[src/design/i2cas_pkg.sv]
package i2cas_pkg;

    // ************************************************************
    // Register map (indices, byte address is four times the index)
    // ************************************************************
    localparam int APB_AW = 12;
    localparam logic [7:0] IDX_BUF = 8'hBC;
    localparam logic [7:0] IDX_STATE = 8'hBD;
    localparam logic [7:0] IDX_CTRL = 8'hC0;
    localparam logic [7:0] IDX_OWN = 8'hC1;
    localparam logic [7:0] IDX_IRQ = 8'hC2;
    localparam logic [7:0] IDX_MASK = 8'hC3;

    // ************************************************************
    // Field positions and reset values
    // ************************************************************
    localparam int CTRL_ACK_BIT = 2;
    localparam int CTRL_SI_BIT = 3;
    localparam int OWN_GC_BIT = 0;
    localparam int IRQ_EVENT_BIT = 0;
    localparam int IRQ_DETACH_BIT = 1;
    localparam logic [7:0] BUF_RST = 8'h00;
    localparam logic [7:0] OWN_RST = 8'h00;
    localparam logic CTRL_ACK_RST = 1'b0;
    localparam logic [1:0] IRQ_RST = 2'h0;
    localparam logic [3:0] BIT_LAST = 4'h8;

    // ************************************************************
    // Bus state codes
    // ************************************************************
    localparam logic [7:0] CODE_NONE = 8'hF8;
    localparam logic [7:0] CODE_SLA_W = 8'h60;
    localparam logic [7:0] CODE_GC = 8'h70;
    localparam logic [7:0] CODE_RX_ACK = 8'h80;
    localparam logic [7:0] CODE_RX_NACK = 8'h88;
    localparam logic [7:0] CODE_GC_ACK = 8'h90;
    localparam logic [7:0] CODE_GC_NACK = 8'h98;
    localparam logic [7:0] CODE_STOP = 8'hA0;
    localparam logic [7:0] CODE_SLA_R = 8'hA8;
    localparam logic [7:0] CODE_TX_ACK = 8'hB8;
    localparam logic [7:0] CODE_TX_NACK = 8'hC0;
    localparam logic [7:0] CODE_TX_LAST = 8'hC8;

    typedef enum logic [2:0] {
        ST_IDLE = 3'b001,
        ST_BYTE = 3'b010,
        ST_ACK = 3'b100
    } i2cas_state_t;

    typedef struct packed {
        logic scl;
        logic sda;
    } i2cas_line_t;

endpackage

[src/design/i2cas_core.sv]
`timescale 1ns/10ps
module i2cas_core
    import i2cas_pkg::*;
(
    // Clock and reset
    input wire logic clk,
    input wire logic rst,
    // APB slave
    input wire logic psel,
    input wire logic penable,
    input wire logic pwrite,
    input wire logic [APB_AW-1:0] paddr,
    input wire logic [31:0] pwdata,
    output logic [31:0] prdata,
    output logic pready,
    output logic pslverr,
    // Serial pins, open drain
    input wire logic sclIn,
    output logic sclOut,
    output logic sclOe,
    input wire logic sdaIn,
    output logic sdaOut,
    output logic sdaOe,
    // Interrupt
    output logic irq
);

    // ************************************************************
    // Address decode
    // ************************************************************
    function automatic logic isIdx(input logic [APB_AW-1:0] addr, input logic [7:0] idx);
        isIdx = (addr[11:10] == 2'h0) && (addr[1:0] == 2'h0) && (addr[9:2] == idx);
    endfunction

    wire logic setupRd = psel && !penable && !pwrite;
    wire logic access = psel && penable;
    wire logic hitBuf = isIdx(paddr, IDX_BUF);
    wire logic hitState = isIdx(paddr, IDX_STATE);
    wire logic hitCtrl = isIdx(paddr, IDX_CTRL);
    wire logic hitOwn = isIdx(paddr, IDX_OWN);
    wire logic hitIrq = isIdx(paddr, IDX_IRQ);
    wire logic hitMask = isIdx(paddr, IDX_MASK);
    wire logic hitAny = hitBuf || hitState || hitCtrl || hitOwn || hitIrq || hitMask;
    wire logic wrAcc = access && pwrite;
    wire logic wrBuf = wrAcc && hitBuf;
    wire logic wrCtrl = wrAcc && hitCtrl;
    wire logic wrOwn = wrAcc && hitOwn;
    wire logic wrIrq = wrAcc && hitIrq;
    wire logic wrMask = wrAcc && hitMask;

    // ************************************************************
    // Registers and state
    // ************************************************************
    i2cas_line_t lineNow;
    i2cas_line_t linePrev;
    i2cas_state_t state;
    i2cas_state_t next_state;
    logic [7:0] byteBuf;
    logic [4:0] code;
    logic si;
    logic ackAssert;
    logic [7:0] ownAddr;
    logic [1:0] irqStatus;
    logic [1:0] irqMask;
    logic [3:0] bitCnt;
    logic [3:0] next_bitCnt;
    logic addrPhase;
    logic next_addrPhase;
    logic txMode;
    logic next_txMode;
    logic gcMode;
    logic next_gcMode;
    logic ackDrive;
    logic next_ackDrive;
    logic masterAck;
    logic next_masterAck;
    logic txBit;
    logic evSet;
    logic [7:0] evCode;
    logic detach;

    i2cas_line_sync u_sync (
        .clk(clk),
        .rst(rst),
        .sclIn(sclIn),
        .sdaIn(sdaIn),
        .lineNow(lineNow),
        .linePrev(linePrev)
    );

    // ************************************************************
    // Bus conditions
    // ************************************************************
    wire logic sclRise = lineNow.scl && !linePrev.scl;
    wire logic sclFall = !lineNow.scl && linePrev.scl;
    wire logic startDet = lineNow.scl && linePrev.scl && linePrev.sda && !lineNow.sda;
    wire logic stopDet = lineNow.scl && linePrev.scl && !linePrev.sda && lineNow.sda;
    wire logic frameEdge = startDet || stopDet;
    wire logic gcHit = ownAddr[OWN_GC_BIT] && (byteBuf == 8'h00);
    wire logic ownHit = byteBuf[7:1] == ownAddr[7:1];
    wire logic addrMatch = ackAssert && (ownHit || gcHit);
    wire logic hwShift = (state == ST_BYTE) && sclRise && !si && (bitCnt < BIT_LAST) && !frameEdge;
    wire logic [7:0] statusByte = {code, 3'h0};
    wire logic [7:0] ctrlByte = {4'h0, si, ackAssert, 2'h0};
    wire logic [31:0] readMux = hitBuf ? {24'h0, byteBuf} :
                                hitState ? {24'h0, statusByte} :
                                hitCtrl ? {24'h0, ctrlByte} :
                                hitOwn ? {24'h0, ownAddr} :
                                hitIrq ? {30'h0, irqStatus} :
                                hitMask ? {30'h0, irqMask} : 32'h0;

    // ************************************************************
    // Transfer sequencing
    // ************************************************************
    always_comb begin
        next_state = state;
        next_bitCnt = bitCnt;
        next_addrPhase = addrPhase;
        next_txMode = txMode;
        next_gcMode = gcMode;
        next_ackDrive = ackDrive;
        next_masterAck = masterAck;
        evSet = 1'b0;
        evCode = CODE_NONE;
        detach = 1'b0;
        if (frameEdge) begin
            if ((state != ST_IDLE) && !addrPhase) begin
                evSet = 1'b1;
                evCode = CODE_STOP;
            end
            next_state = startDet ? ST_BYTE : ST_IDLE;
            next_bitCnt = 4'h0;
            next_addrPhase = 1'b1;
            next_txMode = 1'b0;
        end else if (!si) begin
            case (state)
                ST_BYTE: begin
                    if (sclRise && (bitCnt < BIT_LAST)) begin
                        next_bitCnt = 4'(bitCnt + 4'h1);
                    end else if (sclFall && (bitCnt == BIT_LAST)) begin
                        if (addrPhase) begin
                            // Silent drop, no code, no flag
                            next_state = addrMatch ? ST_ACK : ST_IDLE;
                            next_ackDrive = 1'b1;
                            next_gcMode = gcHit;
                        end else begin
                            // Receive: ack level; transmit: keep-going flag
                            next_state = ST_ACK;
                            next_ackDrive = ackAssert;
                        end
                    end
                end
                ST_ACK: begin
                    if (sclRise) begin
                        next_masterAck = !lineNow.sda;
                    end else if (sclFall) begin
                        evSet = 1'b1;
                        next_bitCnt = 4'h0;
                        next_state = ST_BYTE;
                        next_addrPhase = 1'b0;
                        if (addrPhase) begin
                            evCode = gcMode ? CODE_GC : (byteBuf[0] ? CODE_SLA_R : CODE_SLA_W);
                            next_txMode = byteBuf[0] && !gcMode;
                        end else if (!txMode) begin
                            if (ackDrive) begin
                                evCode = gcMode ? CODE_GC_ACK : CODE_RX_ACK;
                            end else begin
                                evCode = gcMode ? CODE_GC_NACK : CODE_RX_NACK;
                                next_state = ST_IDLE;
                                detach = 1'b1;
                            end
                        end else if (!masterAck) begin
                            evCode = CODE_TX_NACK;
                            next_state = ST_IDLE;
                            detach = 1'b1;
                        end else if (!ackDrive) begin
                            evCode = CODE_TX_LAST;
                            next_state = ST_IDLE;
                            detach = 1'b1;
                        end else begin
                            evCode = CODE_TX_ACK;
                        end
                    end
                end
                default: begin
                end
            endcase
        end
    end

    always_ff @(posedge clk or posedge rst) begin
        if (rst) begin
            state <= ST_IDLE;
            bitCnt <= 4'h0;
            addrPhase <= 1'b1;
            txMode <= 1'b0;
            gcMode <= 1'b0;
            ackDrive <= 1'b0;
            masterAck <= 1'b0;
        end else begin
            state <= next_state;
            bitCnt <= next_bitCnt;
            addrPhase <= next_addrPhase;
            txMode <= next_txMode;
            gcMode <= next_gcMode;
            ackDrive <= next_ackDrive;
            masterAck <= next_masterAck;
        end
    end

    // ************************************************************
    // Event flag and state code
    // ************************************************************
    // Hardware set wins over a same-cycle software clear
    wire logic siClr = wrCtrl && !pwdata[CTRL_SI_BIT];

    always_ff @(posedge clk or posedge rst) begin
        if (rst) begin
            si <= 1'b0;
            code <= CODE_NONE[7:3];
        end else if (evSet) begin
            si <= 1'b1;
            code <= evCode[7:3];
        end else if (siClr) begin
            si <= 1'b0;
            code <= CODE_NONE[7:3];
        end
    end

    // ************************************************************
    // Byte buffer and transmit bit
    // ************************************************************
    // Shifting in on every bit keeps the bus byte, even when another master won
    always_ff @(posedge clk or posedge rst) begin
        if (rst) begin
            byteBuf <= BUF_RST;
        end else if (hwShift) begin
            byteBuf <= {byteBuf[6:0], lineNow.sda};
        end else if (wrBuf) begin
            byteBuf <= pwdata[7:0];
        end
    end

    // Next bit changes only while SCL is low
    always_ff @(posedge clk or posedge rst) begin
        if (rst) begin
            txBit <= 1'b1;
        end else if (si || ((state == ST_BYTE) && sclFall)) begin
            txBit <= byteBuf[7];
        end
    end

    // ************************************************************
    // Software registers and interrupt
    // ************************************************************
    always_ff @(posedge clk or posedge rst) begin
        if (rst) begin
            ackAssert <= CTRL_ACK_RST;
            ownAddr <= OWN_RST;
            irqMask <= IRQ_RST;
        end else begin
            if (wrCtrl) ackAssert <= pwdata[CTRL_ACK_BIT];
            if (wrOwn) ownAddr <= pwdata[7:0];
            if (wrMask) irqMask <= pwdata[1:0];
        end
    end

    wire logic [1:0] irqSet = {detach, evSet};
    wire logic [1:0] irqClr = wrIrq ? pwdata[1:0] : 2'h0;

    always_ff @(posedge clk or posedge rst) begin
        if (rst) begin
            irqStatus <= IRQ_RST;
        end else begin
            irqStatus <= (irqStatus & ~irqClr) | irqSet;
        end
    end

    always_ff @(posedge clk or posedge rst) begin
        if (rst) begin
            prdata <= 32'h0;
        end else if (setupRd) begin
            prdata <= readMux;
        end
    end

    // ************************************************************
    // Outputs
    // ************************************************************
    assign pready = 1'b1;
    assign pslverr = access && !hitAny;
    assign irq = |(irqStatus & irqMask);
    assign sclOut = 1'b0;
    assign sclOe = si;
    assign sdaOut = 1'b0;
    // Idle drives nothing on SDA, so a detached slave reads as all ones
    assign sdaOe = ((state == ST_ACK) && ackDrive && !txMode) ||
                   ((state == ST_BYTE) && txMode && !addrPhase && !txBit);
endmodule

[src/design/i2cas_line_sync.sv]
`timescale 1ns/10ps
module i2cas_line_sync
    import i2cas_pkg::*;
(
    // Clock and reset
    input wire logic clk,
    input wire logic rst,
    // Raw pins
    input wire logic sclIn,
    input wire logic sdaIn,
    // Synchronised line, current and one cycle older
    output i2cas_line_t lineNow,
    output i2cas_line_t linePrev
);

    // Idle bus is high, so all stages reset high
    i2cas_line_t meta;

    always_ff @(posedge clk or posedge rst) begin
        if (rst) begin
            meta <= 2'h3;
            lineNow <= 2'h3;
            linePrev <= 2'h3;
        end else begin
            meta <= '{scl: sclIn, sda: sdaIn};
            lineNow <= meta;
            linePrev <= lineNow;
        end
    end

endmodule

[config.mk]
export PLATFORM = sky130hd
export DESIGN_NAME = i2cas_core
export DESIGN_NICKNAME = d
export VERILOG_FILES = /design/src/design/i2cas_pkg.sv /design/src/design/i2cas_core.sv /design/src/design/i2cas_line_sync.sv
export SDC_FILE = /design/constraint.sdc
export NUM_CORES = 1
export LEC_CHECK = 0
export ABC_AREA = 1
export BUFFER_PORTS_ARGS = -buffer_cell sky130_fd_sc_hd__buf_2
export CAP_MARGIN = 10
export CORE_MARGIN = 1
export CORE_UTILIZATION = 47
export DETAILED_ROUTE_END_ITERATION = 12
export GPL_TIMING_DRIVEN = 0
export PLACE_DENSITY = 0.84
export SYNTH_ARGS = -nofsm -noshare
export SYNTH_HDL_FRONTEND = slang
export SYNTH_SLANG_ARGS = --single-unit
[constraint.sdc]
create_clock -name clk -period 1.6 [get_ports clk]
set_clock_uncertainty 0.05 [all_clocks]
set_input_delay 0.32 -clock clk [delete_from_list [all_inputs] [get_ports clk]]
set_output_delay 0.32 -clock clk [all_outputs]
set_load 0.005 [all_outputs]
==> metrics.md <==
| Metric | Value |
|---|---|
| I/O pins | `90` |
| P_leak | `2.16 nW` |
| Die H | `between 80 and 90 microns` |
| Reg2reg end | `code[2]$_DFFE_PP1P_` |
| Largest fanout on the critical path | `5` |
| Vias in the first global route | `2853` |
| Clk Latency, worst-skew pair | `roughly 320 ps` |
| Root Buffer | `clkbuf_8` |
| Gpl congestion | `0.898` |
| Worst Setup Path Type | `reg -> out` |
| Total gr overflow | `0` |
| Vias/cell | `approximately 5.3` |
| Drt drc | `0` |
| Hold EP | `u_sync.meta[0]$_DFF_PP1_` |
| Non-filler cells, final | `just under 600` |
| YS warnings | `0` |
| Clock-pin slew on the worst setup and hold paths | `approximately 90 ps` |
| Status | `complete, but fails checks` |
| Drt pass-1 iters | `5` |
| Core area | `6390 sq um` |
| Total track usage | `between 20% and 30%` |
| WHS Path Cells | `1` |
| Async SR Flop Fraction | `100%` |
| Fraction of layout cells with a size suffix above 1 | `around two fifths` |
| Register area share after synthesis | `~44%` |
| Pwr/cell area | `roughly 940 nW/um^2` |
| Final Slew Violations | `0` |
| Worst Hold Class | `in -> reg` |
| CTS Buf Count | `5` |
| Final WL | `8550 microns` |
| CTS max path bufs | `2` |
| Violated checks | `negative setup slack` |
| EDFF count, synth | `0` |
| R2R depth | `11` |
| Final setup viols | `28` |
| Tcrit/Tclk final | `114%` |
| Post-synth top flop | `dfrtp_1` |
| Reg-to-reg startpoint | `u_sync.lineNow[1]$_DFF_PP1_` |
| # nets final | `roughly 560` |
| Setup TNS | `-2860 ps` |
| Post-DRT Antenna Nets | `0` |
| Mapped Cells | `402` |
| Worst path required time | `1230 ps` |
| DRT iter0 DRCs | `approximately 240` |
| Register-to-register setup slack | `-230 ps` |
| Max-Cap Viols | `0` |
| Die Width | `between 80 and 90 microns` |
| Overall power | `between 4 and 5 mW` |
| Mapped Area | `3140 sq um` |
| Fin. Hold Viols | `0` |
| TritonCTS clock tree | `built` |
| RSZ-0062 raised after global routing | `true` |
| Min-delay src | `sdaIn` |
| Diode count | `0` |
| Vias | `~3.1k` |
| Initial Utilization | `49.2%` |
| Row count | `29` |
| Avg Inst Size Synth | `7.81 sq um` |
| WHS | `between 40 and 50 ps` |
| Critical Path AT | `between 1000 and 1500 ps` |
| I/O Buffers | `38` |
| Critical Path Source Type | `flip-flop` |
| H-tree levels | `2` |
| Initial antenna violation count | `0` |
| Distinct cells, synth | `39` |
| CP Capture Type | `primary output` |
| DP HPWL | `about 5300 microns` |
| Placed Cells | `~540` |
| Fin crit period | `roughly 1800 ps` |
| Area delta synth->final | `36.3%` |
| Clk sinks | `54` |
| Largest net degree at the start of global routing | `55` |
| PnR worst setup slack | `-232 ps` |
| Highest Clock Rate | `about 550 MHz` |
| FILL cells | `just under 500` |
| Peak supply drop | `roughly 0.69 mV` |
| Wire per inst | `about 15 microns` |
| Seq cells post-synth | `54` |
| First-pass GRT wire length | `around 13000 microns` |
| Die area | `roughly 7000 sq um` |
area by class of cell:
cell class / instances / area, sq um / area share (%)
multi-input cells: 280 / 1730 / 40.4
flip-flops and latches: 54 / 1370 / 32.0
repair buffers: 76 / 529 / 12.4
inverters: 62 / 239 / 5.58
plain buffers: 30 / 225 / 5.26
well taps: 77 / 96.3 / 2.25
clock buffers: 7 / 86.3 / 2.02
clock inverters: 1 / 5.00 / 0.117
power breakdown:
group | total, mW | switching, mW | internal [mW]
Combinational | 1.26 | 0.757 | 0.502
Sequential | 1.96 | 0.277 | 1.68
Clock | 0.800 | 0.450 | 0.350
Total | 4.02 | 1.48 | 2.53
repair_timing:
action | 4_1_cts | 5_1_grt
hold buffers | 0 | 1
pin swaps | 12 | 21
hold endpoints to repair | 0 | 9
endpoints found under the setup margin | 26 | 31
buffers inserted | 21 | 15
resized for setup | 36 | 66
cells in the mapped netlist (2+ instances only):
library cell | instances | area, sq um
nor2_1 | 40 | 150
nand2_2 | 4 | 25.0
o22a_1 | 4 | 35.0
mux2_4 | 2 | 30.0
o211ai_1 | 3 | 22.5
a31oi_1 | 2 | 12.5
nand4_1 | 5 | 31.3
nor3_2 | 2 | 20.0
mux2_2 | 2 | 22.5
buf_4 | 27 | 203
o21ai_0 | 26 | 130
dfstp_2 | 14 | 368
nor2_4 | 3 | 33.8
conb_1 | 2 | 7.51
o22ai_1 | 2 | 12.5
nand3_1 | 30 | 150
o221ai_1 | 8 | 70.1
a21oi_1 | 11 | 55.1
dfrtp_1 | 40 | 1000
inv_1 | 58 | 218
nor3_1 | 11 | 55.1
inv_2 | 4 | 15.0
clkbuf_1 | 3 | 11.3
nand2_1 | 83 | 312
ha_1 | 2 | 25.0
cells in the final DEF, fill, tap and decap left out, types with 13 or more instances in the layout:
cell type,n
nand3_1,24
buf_4,61
inv_2,14
inv_1,46
nor2_1,25
dfstp_2,14
nand2_1,69
conb_1,27
o21ai_0,21
buf_2,33
dfrtp_1,40
nand2_2,13
worst max path at each step:
stage / endpoint / startpoint / cells past startpoint
3_3_place_gp: pslverr / paddr[1] / 10
2_1_floorplan: gcMode$_DFFE_PP0P_ / u_sync.lineNow[0]$_DFF_PP1_ / 9
5_1_grt: code[2]$_DFFE_PP1P_ / u_sync.lineNow[1]$_DFF_PP1_ / 11
3_5_place_dp: pslverr / paddr[3] / 8
4_1_cts: sdaOe / state[2]$_DFFE_PP0P_ / 5
6_report: sdaOe / state[2]$_DFFE_PP0P_ / 5
state kept, by name, indices dropped and copies added (netlist names), 3 cells and up:
name     flops
state        3
code         5
ownAddr      8
bitCnt       4
prdata       8
byteBuf      8
per-stage QoR:
stage | worst slack [ps] | area, sq um | util, %
floorplan | 33.7 | 3240 | -
global placement | -233 | 3520 | 55.2
detailed placement | -278 | 3520 | 55.2
CTS | -166 | 3910 | 61.2
global route | -317 | 4280 | 67.0
finish | -232 | 4280 | 67.0
cells by family after synthesis:
kind of cell | Yosys count | synth area share [%]
AND/OR/NAND/NOR | 184 | 26.6
other | 2 | 0.239
multiplexers | 5 | 1.99
AO/OA/AOI/OAI | 62 | 12.2
flip-flops | 54 | 43.6
adder cells (fa/ha/maj) | 2 | 0.797
buffers and inverters | 93 | 14.6
per-layer routing:
| metal | wire length [microns] | share of wire, % | vias up | track usage [%] |
|---|---|---|---|---|
| li1 | - | - | 1465 | - |
| met1 | 3410 | 40 | 1481 | 27.4 |
| met2 | 4320 | 51 | 160 | 38.0 |
| met3 | 576 | 6.7 | 25 | 4.65 |
| met4 | 245 | 2.9 | 0 | 11.1 |
| met5 | 0 | 0 | - | 0 |
worst max-delay path: stages, from the launching register on:
cell and delay, ps:
dfrtp_1 410, inv_2 90, nor3_4 310, nand2_2 110, o41ai_4 60, buf_2 160
Power figures use the tool's default switching activity.
